### config.mk
export PLATFORM = sky130hd
export DESIGN_NAME = smc_mode_ctrl
export DESIGN_NICKNAME = d
export VERILOG_FILES = /design/src/smc_pkg.sv /design/src/smc_mode_ctrl.sv /design/src/smc_settle_timer.sv
export SDC_FILE = /design/constraint.sdc
export NUM_CORES = 1
export LEC_CHECK = 0
export BUFFER_PORTS_ARGS = -buffer_cell sky130_fd_sc_hd__clkbuf_2
export CAP_MARGIN = 10
export CORE_MARGIN = 2
export CORE_UTILIZATION = 35
export DETAILED_ROUTE_END_ITERATION = 12
export HOLD_SLACK_MARGIN = 0.02
export SYNTH_ARGS = -nofsm -noshare
export SYNTH_HDL_FRONTEND = slang
export SYNTH_SLANG_ARGS = --single-unit
### constraint.sdc
create_clock -name clk_sys -period 4.5 [get_ports clk_sys]
set_input_delay 0.225 -clock clk_sys [delete_from_list [all_inputs] [get_ports clk_sys]]
set_output_delay 0.225 -clock clk_sys [all_outputs]
set_load 0.02 [all_outputs]
### src/smc_pkg.sv
/*
  smc_pkg: constants shared by the audio system mode controller.
  Register indices, field positions, reset values, bus codes and settle times.
  Assumes a single 125 MHz system clock.
*/
`default_nettype none

package smc_pkg;

  // bus geometry
  localparam int ADDR_W = 12;  // byte address width, covers index 0xFF
  localparam int DATA_W = 32;  // AXI4-Lite data width
  localparam int REG_W  = 8;   // every register is one byte wide

  // register indices, byte address is four times the index
  localparam logic [7:0] IDX_INPUT    = 8'h50;  // input_path_select
  localparam logic [7:0] IDX_OUTPUT   = 8'h51;  // output_path_select
  localparam logic [7:0] IDX_STATUS   = 8'hE0;  // controller_busy_flags
  localparam logic [7:0] IDX_ACTIVE   = 8'hFD;  // standby_or_active
  localparam logic [7:0] IDX_IRQ_STAT = 8'hF0;  // sticky event flags
  localparam logic [7:0] IDX_IRQ_MASK = 8'hF1;  // event enables

  // field positions
  localparam int BIT_ACTIVE      = 0;  // standby (0) or active (1)
  localparam int BIT_COMMIT      = 0;  // commit in input_path_select
  localparam int BIT_MIC         = 2;  // microphone_path
  localparam int BIT_MIXER       = 4;  // input_mixer_path
  localparam int BIT_ADC         = 6;  // converter path, input side
  localparam int BIT_HP_L        = 4;  // headphone_left_path
  localparam int BIT_HP_R        = 5;  // headphone_right_path
  localparam int BIT_DAC_L       = 6;  // converter left, output side
  localparam int BIT_DAC_R       = 7;  // converter right, output side
  localparam int BIT_SYS_BUSY    = 0;  // sys_ctrl_busy
  localparam int BIT_MODE_BUSY   = 1;  // mode_ctrl_busy
  localparam int IRQ_SYS_DONE    = 0;  // system controller finished
  localparam int IRQ_MODE_DONE   = 1;  // mode controller finished
  localparam int IRQ_W           = 2;  // number of event bits

  // reset values
  localparam logic [7:1] RST_SEL    = 7'h00;  // no path selected
  localparam logic       RST_ACTIVE = 1'b0;   // standby
  localparam logic [1:0] RST_IRQ    = 2'h0;   // no events, all masked

  // AXI response codes
  localparam logic [1:0] RESP_OKAY   = 2'b00;
  localparam logic [1:0] RESP_SLVERR = 2'b10;

  // timing
  localparam int CLK_MHZ        = 125;     // system clock rate
  localparam int SYS_SETTLE_NS  = 10_000;  // standby/active transition
  localparam int MODE_SETTLE_NS = 2_000;   // path switch settling
  localparam logic [15:0] SYS_SETTLE_CYC  = 16'((SYS_SETTLE_NS * CLK_MHZ + 999) / 1000);
  localparam logic [15:0] MODE_SETTLE_CYC = 16'((MODE_SETTLE_NS * CLK_MHZ + 999) / 1000);

  // mode controller states, one-hot
  typedef enum logic [2:0] {
    MC_IDLE   = 3'b001,  // nothing pending
    MC_WAIT   = 3'b010,  // commit taken, held while the system controller is busy
    MC_SETTLE = 3'b100   // paths switched, waiting for them to settle
  } smc_mode_e;

endpackage : smc_pkg

`default_nettype wire

### src/smc_mode_ctrl.sv
/*
  smc_mode_ctrl: system and mode controller of an audio codec.
  Holds standby/active control, staged input and output path selections,
  a commit that applies both, two busy flags and an event interrupt.
  Assumes an AXI4-Lite master on clk_sys and an asynchronous low reset.
*/
// Design decision made here: register access over AXI4-Lite.
`default_nettype none

module smc_mode_ctrl (
  input  wire logic                          clk_sys,
  input  wire logic                          rst_b,
  input  wire logic [smc_pkg::ADDR_W-1:0]    s_axi_awaddr,
  input  wire logic                          s_axi_awvalid,
  output logic                               s_axi_awready,
  input  wire logic [smc_pkg::DATA_W-1:0]    s_axi_wdata,
  input  wire logic [smc_pkg::DATA_W/8-1:0]  s_axi_wstrb,
  input  wire logic                          s_axi_wvalid,
  output logic                               s_axi_wready,
  output logic [1:0]                         s_axi_bresp,
  output logic                               s_axi_bvalid,
  input  wire logic                          s_axi_bready,
  input  wire logic [smc_pkg::ADDR_W-1:0]    s_axi_araddr,
  input  wire logic                          s_axi_arvalid,
  output logic                               s_axi_arready,
  output logic [smc_pkg::DATA_W-1:0]         s_axi_rdata,
  output logic [1:0]                         s_axi_rresp,
  output logic                               s_axi_rvalid,
  input  wire logic                          s_axi_rready,
  output logic                               sysActive,
  output logic                               micPathEn,
  output logic                               mixerPathEn,
  output logic                               adcPathEn,
  output logic                               hpLeftEn,
  output logic                               hpRightEn,
  output logic                               dacLeftEn,
  output logic                               dacRightEn,
  output logic                               irq
);

  import smc_pkg::*;

  // write channel holding registers
  logic              awHave_q;  // write address captured
  logic [ADDR_W-1:0] awAddr_q;  // captured write address
  logic              wHave_q;   // write data captured
  logic [DATA_W-1:0] wData_q;   // captured write data
  logic              wStrb0_q;  // lane 0 strobe, the only live lane
  logic              bValid_q;  // write response pending
  logic [1:0]        bResp_q;   // write response code

  // read channel
  logic              rValid_q;  // read data pending
  logic [DATA_W-1:0] rData_q;   // read data
  logic [1:0]        rResp_q;   // read response code

  // register state
  logic [7:1]        inSel_q;   // staged input-side selection
  logic [7:1]        outSel_q;  // staged output-side selection
  logic [7:1]        inApp_q;   // applied input-side selection
  logic [7:1]        outApp_q;  // applied output-side selection
  logic              active_q;  // standby (0) or active (1)
  logic [IRQ_W-1:0]  irqStat_q; // sticky events
  logic [IRQ_W-1:0]  irqMask_q; // event enables

  // mode controller
  smc_mode_e         mode_q;    // current state
  smc_mode_e         mode_d;    // next state

  // decode and strobes
  logic [7:0]        wrIdx;     // register index of the write
  logic              wrOk;      // write hits a mapped register
  logic              doWrite;   // both halves present, response free
  logic              wrEn;      // write actually stores
  logic [7:0]        rdIdx;     // register index of the read
  logic              rdOk;      // read hits a mapped register
  logic              commitReq; // commit written this cycle
  logic              applyNow;  // staged selections move to applied
  logic              sysStart;  // standby/active change requested
  logic              sysBusy;   // system controller running
  logic              sysDone;   // system controller finished
  logic              modeBusy;  // mode controller running
  logic              modeDone;  // mode settle finished
  logic [IRQ_W-1:0]  irqEvt;    // events this cycle
  logic [IRQ_W-1:0]  irqClr;    // write-one-to-clear mask

  // true for each index the block answers
  function automatic logic isMapped(input logic [7:0] idx);
    isMapped = (idx == IDX_INPUT) || (idx == IDX_OUTPUT) ||
               (idx == IDX_STATUS) || (idx == IDX_ACTIVE) ||
               (idx == IDX_IRQ_STAT) || (idx == IDX_IRQ_MASK);
  endfunction : isMapped

  // address is word aligned and inside the 256-word window
  function automatic logic addrOk(input logic [ADDR_W-1:0] a);
    addrOk = (a[1:0] == 2'b00) && (a[ADDR_W-1:10] == '0) && isMapped(a[9:2]);
  endfunction : addrOk

  // write address and data are taken independently, in either order;
  // neither is taken again until the response has gone
  assign s_axi_awready = !awHave_q && !bValid_q;
  assign s_axi_wready  = !wHave_q && !bValid_q;
  assign doWrite       = awHave_q && wHave_q && !bValid_q;
  assign wrIdx         = awAddr_q[9:2];
  assign wrOk          = addrOk(awAddr_q);
  // bytes above lane 0 carry nothing, so lane 0 alone gates the store
  assign wrEn          = doWrite && wrOk && wStrb0_q;

  // capture write address
  always_ff @(posedge clk_sys or negedge rst_b) begin
    if (!rst_b) begin
      awHave_q <= 1'b0;
      awAddr_q <= '0;
    end else if (s_axi_awvalid && s_axi_awready) begin
      awHave_q <= 1'b1;
      awAddr_q <= s_axi_awaddr;
    end else if (doWrite) begin
      awHave_q <= 1'b0;
    end
  end

  // capture write data
  always_ff @(posedge clk_sys or negedge rst_b) begin
    if (!rst_b) begin
      wHave_q  <= 1'b0;
      wData_q  <= 32'h0000_0000;
      wStrb0_q <= 1'b0;
    end else if (s_axi_wvalid && s_axi_wready) begin
      wHave_q  <= 1'b1;
      wData_q  <= s_axi_wdata;
      wStrb0_q <= s_axi_wstrb[0];
    end else if (doWrite) begin
      wHave_q <= 1'b0;
    end
  end

  // write response, error for an unmapped or misaligned address
  always_ff @(posedge clk_sys or negedge rst_b) begin
    if (!rst_b) begin
      bValid_q <= 1'b0;
      bResp_q  <= RESP_OKAY;
    end else if (doWrite) begin
      bValid_q <= 1'b1;
      bResp_q  <= wrOk ? RESP_OKAY : RESP_SLVERR;
    end else if (s_axi_bready) begin
      bValid_q <= 1'b0;
    end
  end

  assign s_axi_bvalid = bValid_q;
  assign s_axi_bresp  = bResp_q;

  // read side: one read in flight, data sampled as the address is taken
  assign s_axi_arready = !rValid_q;
  assign rdIdx         = s_axi_araddr[9:2];
  assign rdOk          = addrOk(s_axi_araddr);

  // read data multiplexer; commit bit and output bit 0 read as zero, other reserved selection bits read back as written
  function automatic logic [REG_W-1:0] readReg(input logic [7:0] idx);
    readReg = 8'h00;
    unique case (idx)
      IDX_INPUT:    readReg = {inSel_q, 1'b0};
      IDX_OUTPUT:   readReg = {outSel_q, 1'b0};
      IDX_STATUS:   readReg = {6'h00, modeBusy, sysBusy};
      IDX_ACTIVE:   readReg = {7'h00, active_q};
      IDX_IRQ_STAT: readReg = {6'h00, irqStat_q};
      IDX_IRQ_MASK: readReg = {6'h00, irqMask_q};
      default:      readReg = 8'h00;
    endcase
  endfunction : readReg

  // read response, data zero on error
  always_ff @(posedge clk_sys or negedge rst_b) begin
    if (!rst_b) begin
      rValid_q <= 1'b0;
      rData_q  <= 32'h0000_0000;
      rResp_q  <= RESP_OKAY;
    end else if (s_axi_arvalid && s_axi_arready) begin
      rValid_q <= 1'b1;
      rData_q  <= rdOk ? {24'h00_0000, readReg(rdIdx)} : 32'h0000_0000;
      rResp_q  <= rdOk ? RESP_OKAY : RESP_SLVERR;
    end else if (s_axi_rready) begin
      rValid_q <= 1'b0;
    end
  end

  assign s_axi_rvalid = rValid_q;
  assign s_axi_rdata  = rData_q;
  assign s_axi_rresp  = rResp_q;

  // staged path selections; writes only stage, nothing reaches the paths
  always_ff @(posedge clk_sys or negedge rst_b) begin
    if (!rst_b) begin
      inSel_q  <= RST_SEL;
      outSel_q <= RST_SEL;
    end else if (wrEn) begin
      if (wrIdx == IDX_INPUT) begin
        inSel_q <= wData_q[7:1];
      end
      if (wrIdx == IDX_OUTPUT) begin
        outSel_q <= wData_q[7:1];
      end
    end
  end

  assign commitReq = wrEn && (wrIdx == IDX_INPUT) && wData_q[BIT_COMMIT];

  // standby/active control; only a real change starts the sequencer
  always_ff @(posedge clk_sys or negedge rst_b) begin
    if (!rst_b) begin
      active_q <= RST_ACTIVE;
    end else if (wrEn && wrIdx == IDX_ACTIVE) begin
      active_q <= wData_q[BIT_ACTIVE];
    end
  end

  assign sysStart = wrEn && (wrIdx == IDX_ACTIVE) && (wData_q[BIT_ACTIVE] != active_q);

  // system controller: busy for the power-up or power-down settle time
  smc_settle_timer #(
    .CYCLES (SYS_SETTLE_CYC)
  ) u_sys_timer (
    .clk_sys (clk_sys),
    .rst_b   (rst_b),
    .start   (sysStart),
    .busy    (sysBusy),
    .done    (sysDone)
  );

  // mode controller next state
  always_comb begin
    mode_d   = mode_q;
    applyNow = 1'b0;
    unique case (mode_q)
      MC_IDLE: begin
        if (commitReq) begin
          mode_d = MC_WAIT;
        end
      end
      MC_WAIT: begin
        // a path switch during a power transition would pop, so wait
        if (!sysBusy) begin
          applyNow = 1'b1;
          mode_d   = MC_SETTLE;
        end
      end
      MC_SETTLE: begin
        if (modeDone) begin
          mode_d = MC_IDLE;
        end
      end
      default: begin
        mode_d = MC_IDLE;
      end
    endcase
  end

  // mode controller state; a commit while busy is dropped, software polls
  always_ff @(posedge clk_sys or negedge rst_b) begin
    if (!rst_b) begin
      mode_q <= MC_IDLE;
    end else begin
      mode_q <= mode_d;
    end
  end

  assign modeBusy = (mode_q != MC_IDLE);

  // path settle timer, started as the paths switch
  smc_settle_timer #(
    .CYCLES (MODE_SETTLE_CYC)
  ) u_mode_timer (
    .clk_sys (clk_sys),
    .rst_b   (rst_b),
    .start   (applyNow),
    .busy    (),
    .done    (modeDone)
  );

  // applied selections, both sides move in the same cycle
  always_ff @(posedge clk_sys or negedge rst_b) begin
    if (!rst_b) begin
      inApp_q  <= RST_SEL;
      outApp_q <= RST_SEL;
    end else if (applyNow) begin
      inApp_q  <= inSel_q;
      outApp_q <= outSel_q;
    end
  end

  // path enables straight from the applied flops; reserved bits go nowhere
  assign micPathEn   = inApp_q[BIT_MIC];
  assign mixerPathEn = inApp_q[BIT_MIXER];
  assign adcPathEn   = inApp_q[BIT_ADC];
  assign hpLeftEn    = outApp_q[BIT_HP_L];
  assign hpRightEn   = outApp_q[BIT_HP_R];
  assign dacLeftEn   = outApp_q[BIT_DAC_L];
  assign dacRightEn  = outApp_q[BIT_DAC_R];
  assign sysActive   = active_q;

  // controller completion events
  assign irqEvt = {modeDone, sysDone};
  assign irqClr = (wrEn && wrIdx == IDX_IRQ_STAT) ? wData_q[IRQ_W-1:0] : '0;

  // sticky event flags; a new event wins over a clear in the same cycle
  always_ff @(posedge clk_sys or negedge rst_b) begin
    if (!rst_b) begin
      irqStat_q <= RST_IRQ;
    end else begin
      irqStat_q <= (irqStat_q & ~irqClr) | irqEvt;
    end
  end

  // event enables
  always_ff @(posedge clk_sys or negedge rst_b) begin
    if (!rst_b) begin
      irqMask_q <= RST_IRQ;
    end else if (wrEn && wrIdx == IDX_IRQ_MASK) begin
      irqMask_q <= wData_q[IRQ_W-1:0];
    end
  end

  // level interrupt while any enabled flag stands
  assign irq = |(irqStat_q & irqMask_q);

endmodule : smc_mode_ctrl

`default_nettype wire

### src/smc_settle_timer.sv
/*
  smc_settle_timer: one-shot down counter with busy level and done pulse.
  Assumes start is a one-cycle pulse in the clk_sys domain.
*/
`default_nettype none

module smc_settle_timer #(
  parameter logic [15:0] CYCLES = 16'h0001  // busy length in cycles
) (
  input  wire logic clk_sys,
  input  wire logic rst_b,
  input  wire logic start,
  output logic      busy,
  output logic      done
);

  logic [15:0] cnt_q;   // cycles left
  logic        busy_q;  // running
  logic        done_q;  // one-cycle pulse as busy falls

  // a start while running restarts the wait, so the last change always
  // gets its full settle time
  always_ff @(posedge clk_sys or negedge rst_b) begin
    if (!rst_b) begin
      cnt_q  <= 16'h0000;
      busy_q <= 1'b0;
      done_q <= 1'b0;
    end else if (start) begin
      cnt_q  <= CYCLES;
      busy_q <= 1'b1;
      done_q <= 1'b0;
    end else if (busy_q && cnt_q == 16'h0001) begin
      // expiry: busy falls and done pulses in the same cycle
      cnt_q  <= 16'h0000;
      busy_q <= 1'b0;
      done_q <= 1'b1;
    end else begin
      cnt_q  <= busy_q ? cnt_q - 16'h0001 : cnt_q;
      done_q <= 1'b0;
    end
  end

  assign busy = busy_q;
  assign done = done_q;

endmodule : smc_settle_timer

`default_nettype wire

* Word-level counts from Yosys, hierarchy flattened
Index checks and enable logic that the tools add are counted.
Widths: inputs -> output; s select.
** Storage, ports and cells
- Register bits after elaboration :: 132
- Bits in latches :: 0
- RAM bits :: 0
- Memory bits (read-only) :: 0
- Input port bits :: 67
- Word-level logic and storage cells :: 135
- Memories kept :: 0
** Cells by class
- $add $sub $neg :: 2
- Multipliers :: 0
- Divide/modulo/power cells :: 0
- $lt $le $gt $ge :: 0
- Equality and inequality tests :: 22
- Shifts and indexed selects :: 0
- Multiplexer cells :: 32
- Bitwise gates (word level) :: 4
- Reductions and logical operators :: 51
** Operator list (count)
- $mux 16 :: 6
- $eq 8x8->1 const B :: 8
- $pmux 8 s6 :: 1
- $eq 16x1->1 const B :: 2
- $eq 8x7->1 const B :: 4
- $sub 16x1->16 const B :: 2
- $logic_and 1x1->1 :: 21
- $mux 1 :: 17
- $reduce_bool 2->1 :: 6
- $logic_or 1x1->1 :: 10
- $mux 3 :: 3
- $pmux 3 s3 :: 1
- $logic_not 2->1 :: 4
- $mux 8 :: 1
- $mux 2 :: 3
- $reduce_bool 3->1 :: 2
- $and 2x2->2 :: 2
- $logic_not 1->1 :: 4
- $ne 2x2->1 const B :: 2
- $reduce_and 2->1 :: 2
- $eq 3x1->1 const B :: 1
- $eq 3x2->1 const B :: 1
- $eq 3x3->1 const B :: 1
- $ne 3x1->1 const B :: 1
- 6 further kinds :: 6

* Depth between registers and ports, before layout
- Depth after elaboration :: 14
- Depth in mapped cells :: 7

* Cells and area by module
A second synthesis with hierarchy kept.
** Second synthesis, totals
- Cell total of the unflattened synthesis :: 430
- Area total of the unflattened synthesis :: 4939.7 µm²
** Modules (own cells, without submodules)
- smc_mode_ctrl :: instances 1, cells an instance 252, area each 3047.9 µm², sequential area each 1602.8 µm²
- smc_settle_timer at u_mode_timer :: instances 1, cells an instance 89, area each 967.2 µm², sequential area each 450.4 µm²
- smc_settle_timer at u_sys_timer :: instances 1, cells an instance 89, area each 924.6 µm², sequential area each 450.4 µm²

* Worst setup path before layout
No wires, ideal clock.
- Path type :: register -> register
- From :: register awAddr_q[3]
- To :: register inSel_q[1] in the netlist's numbering
- Setup time :: 0.125 ns
- Data arrival time :: 2.034 ns
- Data required time :: 4.375 ns
- Slack :: 2.341 ns
- Cell stages (with the launch flop) :: 6
- Path through :: dfrtp_1 -> or3_4 -> or3_1 -> or4_1 -> buf_4 -> mux2_4
** Between the ends
- Cells in the longest elaborated chain, start to end :: 10
- Elaborated cells on any way between the ends :: 15
- Those cells by class :: eq/ne: 6; reduce/logical: 9
** RTL lines
- start: declaration :: RTL line smc_mode_ctrl.sv:45 : logic [ADDR_W-1:0] awAddr_q;
- start signal: assignment :: RTL line smc_mode_ctrl.sv:116 : awAddr_q <= s_axi_awaddr;
- $eq 8x7->1, on equally long branches :: RTL line smc_mode_ctrl.sv:89, smc_mode_ctrl.sv:197
- $logic_or 1x1->1 (2 in a row) :: RTL line smc_mode_ctrl.sv:89 : isMapped = (idx == IDX_INPUT) || (idx == IDX_OUTPUT) ||
- $logic_or 1x1->1 (2 in a row) :: RTL line smc_mode_ctrl.sv:90 : (idx == IDX_STATUS) || (idx == IDX_ACTIVE) ||
- $logic_or 1x1->1 :: RTL line smc_mode_ctrl.sv:91 : (idx == IDX_IRQ_STAT) || (idx == IDX_IRQ_MASK);
- $logic_and 1x1->1 :: RTL line smc_mode_ctrl.sv:96 : addrOk = (a[1:0] == 2'b00) && (a[ADDR_W-1:10] == '0) && isMapped(a[9:2]);
- $logic_and 1x1->1 (2 in a row) :: RTL line smc_mode_ctrl.sv:107 : assign wrEn = doWrite && wrOk && wStrb0_q;
- $reduce_and 2->1 (no source line) (*)
- end signal: assignment :: RTL line smc_mode_ctrl.sv:198 : inSel_q <= wData_q[7:1];
- end: declaration :: RTL line smc_mode_ctrl.sv:58 : logic [7:1] inSel_q;
Every way passes the cells marked *; elsewhere a longest branch is shown, timed or not.
A chain may end at the register's enable or synchronous reset.

* Final worst setup path
- From :: register awAddr_q[3]
- To :: register inSel_q[4] in the netlist's numbering
Same word-level chain as after synthesis.

==> metrics.md <==
| Metric | Value |
|---|---|
| Status | finished clean |
| Die W | approximately 120 µm |
| Routed Antenna Nets | 0 |
| Tcrit/Tclk final | 0.5561 |
| Most common cell in the synthesized netlist | dfrtp_1 |
| Worst EP arrival | roughly 2.7 ns |
| Internal Power | roughly 1.7 mW |
| Clock tree buffer depth | 2 |
| Share of layout cells above drive strength 1 | 0.2607 |
| Critical path capture point type | flip-flop |
| Sequential share of the synthesized area | 0.5123 |
| Row count | 43 |
| Largest net degree at the start of global routing | between 50 and 60 |
| Setup CP Type | flip-flop to flip-flop |
| Hold Path Class | input pin to flip-flop |
| Post-cts sizing count | 0 |
| Hpwl dp | 7082 µm |
| Post-synth top area share | 0.5069 |
| Post-synth ARST share | 1.000 |
| Synth cell types | 53 |
| Sequential Power Share | 0.481 |
| Routed WL | between 10000 and 15000 µm |
| Total track usage | 0.1460 |
| Comb pwr share | 0.152 |
| Std-Cell Core Area | 13770 µm² |
| Max Slew Vio Count | 0 |
| Synth cell count leaders | dfrtp_1, mux2_2, nor2_1 |
| Pleak | 2.667 nW |
| Die height | roughly 120 µm |
| Number of antenna violations at the first check in global routing | 0 |
| Antenna Diode Count | 0 |
| Clk slew on worst S/H paths | roughly 0.070 ns |
| Main synth FF type | dfrtp_1 |
| Total die area | 14920 µm² |
| Total grt overflow | 0 |
| Net switching power | around 650 µW |
| VDD IR max | roughly 340 µV |
| # IOs | about 120 |
| Final core occ | 0.4092 |
| Placer Congestion | about 0.81 |
| RSZ-0062 raised after global routing | no |
| Drt drc | 0 |
| P&R area growth vs syn | 15.34% |
| First-pass GRT wire length | 16710 µm |
| DRT Pass-1 Iters | 4 |
| Layout net count | 580 |
| Drt via density | a little under 5 |
| Synth Instances | between 400 and 500 |
| Setup Total Neg Slack | 0 ns |
| Fin crit period | around 2.5 ns |
| Syn. warnings | 0 |
| Syn Area/Cell | about 11 µm² |
| Maxcap violations | 0 |
| Least-Margin Pin Slew | ~1 ns |
| FF+latch count, synth | 100 |
| Clock Skew | 0.007950 ns |
| Initial Utilization | 0.3548 |
| Critical path peak fanout | 9 |
| Peak Freq | around 400 MHz |
| Clock latency at the later pin of the worst-skew pair | ~0.35 ns |
| Final Hold Vio Count | 0 |
| H-tree Lvls | 3 |
| Switching Fraction | 0.2735 |
| Post-synth EDFFs | 0 |
| CTS Buf Count | 9 |
| Clock Power Share | 0.367 |
| IO buf count | 63 |
| Root buffer cell | clkbuf_16 |
| Worst slew margin | 0.3208 |
| Startpoint types | flip-flop |
| Largest area contributor in the netlist | dfrtp_1 |
| Routed len/inst | roughly 15 µm |
| CP Data Required Time | around 4.7 ns |
| # setup viols final | 0 |
| CTS tree | built |
| Power Dens Cells | 419.1 nW/µm² |
| Post-synthesis cell area | between 4000 and 5000 µm² |
| DR iter-0 viols | about 210 |
| Number of global-route vias before repair | 3364 |
| Clock tree sinks | 100 |
| Total vias in the final route | 3425 |
| Synth top area cells | dfrtp_1, mux2_2, buf_4 |
[power by group through the flow]
stage / clock network [mW] / logic, mW / registers, mW
after floorplan: 0 / 0.281 / 1.12
after global placement: 0 / 0.353 / 1.15
after detailed placement: 0 / 0.365 / 1.15
after CTS: 0.885 / 0.367 / 1.14
after global routing: 0.921 / 0.400 / 1.16
final: 0.866 / 0.360 / 1.14
[metal layers]
metal / GRT usage / wire, µm
met4: 0.06681 / 182
met5: 0 / 0
met3: 0.02856 / 408
met1: 0.2049 / 5034
met2: 0.2179 / 4486
[layout make-up]
type                       count  area, µm²
tap                          180      225.2
inverter                      11      41.29
timing repair buffer          66      342.8
sequential                   100       2504
clock inverter                 4      70.07
fill                        1355       8137
multi-input combinational    321       2187
clock buffer                  12      266.5
[placed cells by master, fill, tap and decap left out, types with 10 or more instances in the layout]
cell type	instances
clkbuf_2	62
mux2_2	36
nor3_1	10
nor2_1	34
xor2_1	14
inv_1	11
conb_1	26
nand3_1	12
nand4_1	12
dfrtp_1	99
xnor2_1	14
o21ai_0	31
nand2_1	30
nor4_1	12
[state kept, by name (all words and copies together), names as in the netlist, 2 cells and up]
signal / count
s_axi_rdata: 8
inSel_q: 7
outApp_q: 4
outSel_q: 7
mode_q: 3
wData_q: 8
irqMask_q: 2
irqStat_q: 2
u_mode_timer.cnt_q: 16
inApp_q: 3
u_sys_timer.cnt_q: 16
awAddr_q: 12
[timing repair]
| item | CTS | global route |
|---|---|---|
| setup buffers | 0 | 0 |
| hold buffers | 1 | 0 |
| setup endpoints to repair | 0 | 0 |
| hold endpoints to repair | 49 | 0 |
[critical path: stages (launching register included)]
cell	delay [ns]
dfrtp_1	0.44
or3_4	0.43
or3_1	0.30
or4_1	0.80
mux2_4	0.41
[cell families (layout without fill, tap and decap cells)]
family | Yosys count | after routing | synth area share
buf+inv | 50 | 93 | 0.05939
simple gates | 154 | 154 | 0.1703
fa+ha+maj | 4 | 4 | 0.01024
flops | 100 | 100 | 0.5123
xor+xnor | 28 | 28 | 0.05018
other cells | 1 | 26 | 0.0007673
mux | 51 | 51 | 0.1208
compound gates | 58 | 58 | 0.07604
[final timing paths]
check | from | endpoint | slack [ns] | depth (start not counted)
min in group asynchronous | rst_b | u_sys_timer.cnt_q[2] | 0.45 | 2
max reg2reg | awAddr_q[3] | inSel_q[4] | 2.00 | 4
max | awAddr_q[3] | inSel_q[4] | 2.00 | 4
min reg2reg | u_sys_timer.done | irqStat_q[0] | 0.42 | 1
min | s_axi_bready | s_axi_bvalid | 0.05 | 2
max in group asynchronous | rst_b | awAddr_q[7] | 2.95 | 3
[metrics by stage]
stage | power, mW | cells | setup WS, ns | hold WS, ns | cell area (µm²)
2_1_floorplan | 1.403 | 471 | 2.341 | -0.07059 | 4981
3_3_place_gp | 1.498 | 677 | 1.922 | 0.2961 | 5290
3_5_place_dp | 1.519 | 677 | 1.961 | 0.3117 | 5290
4_1_cts | 2.389 | 694 | 1.956 | 0.04925 | 5637
5_1_grt | 2.478 | 694 | 1.812 | 0.05769 | 5637
6_report | 2.362 | 694 | 1.998 | 0.05420 | 5637
Note: power is estimated with default switching activity, not from simulation.
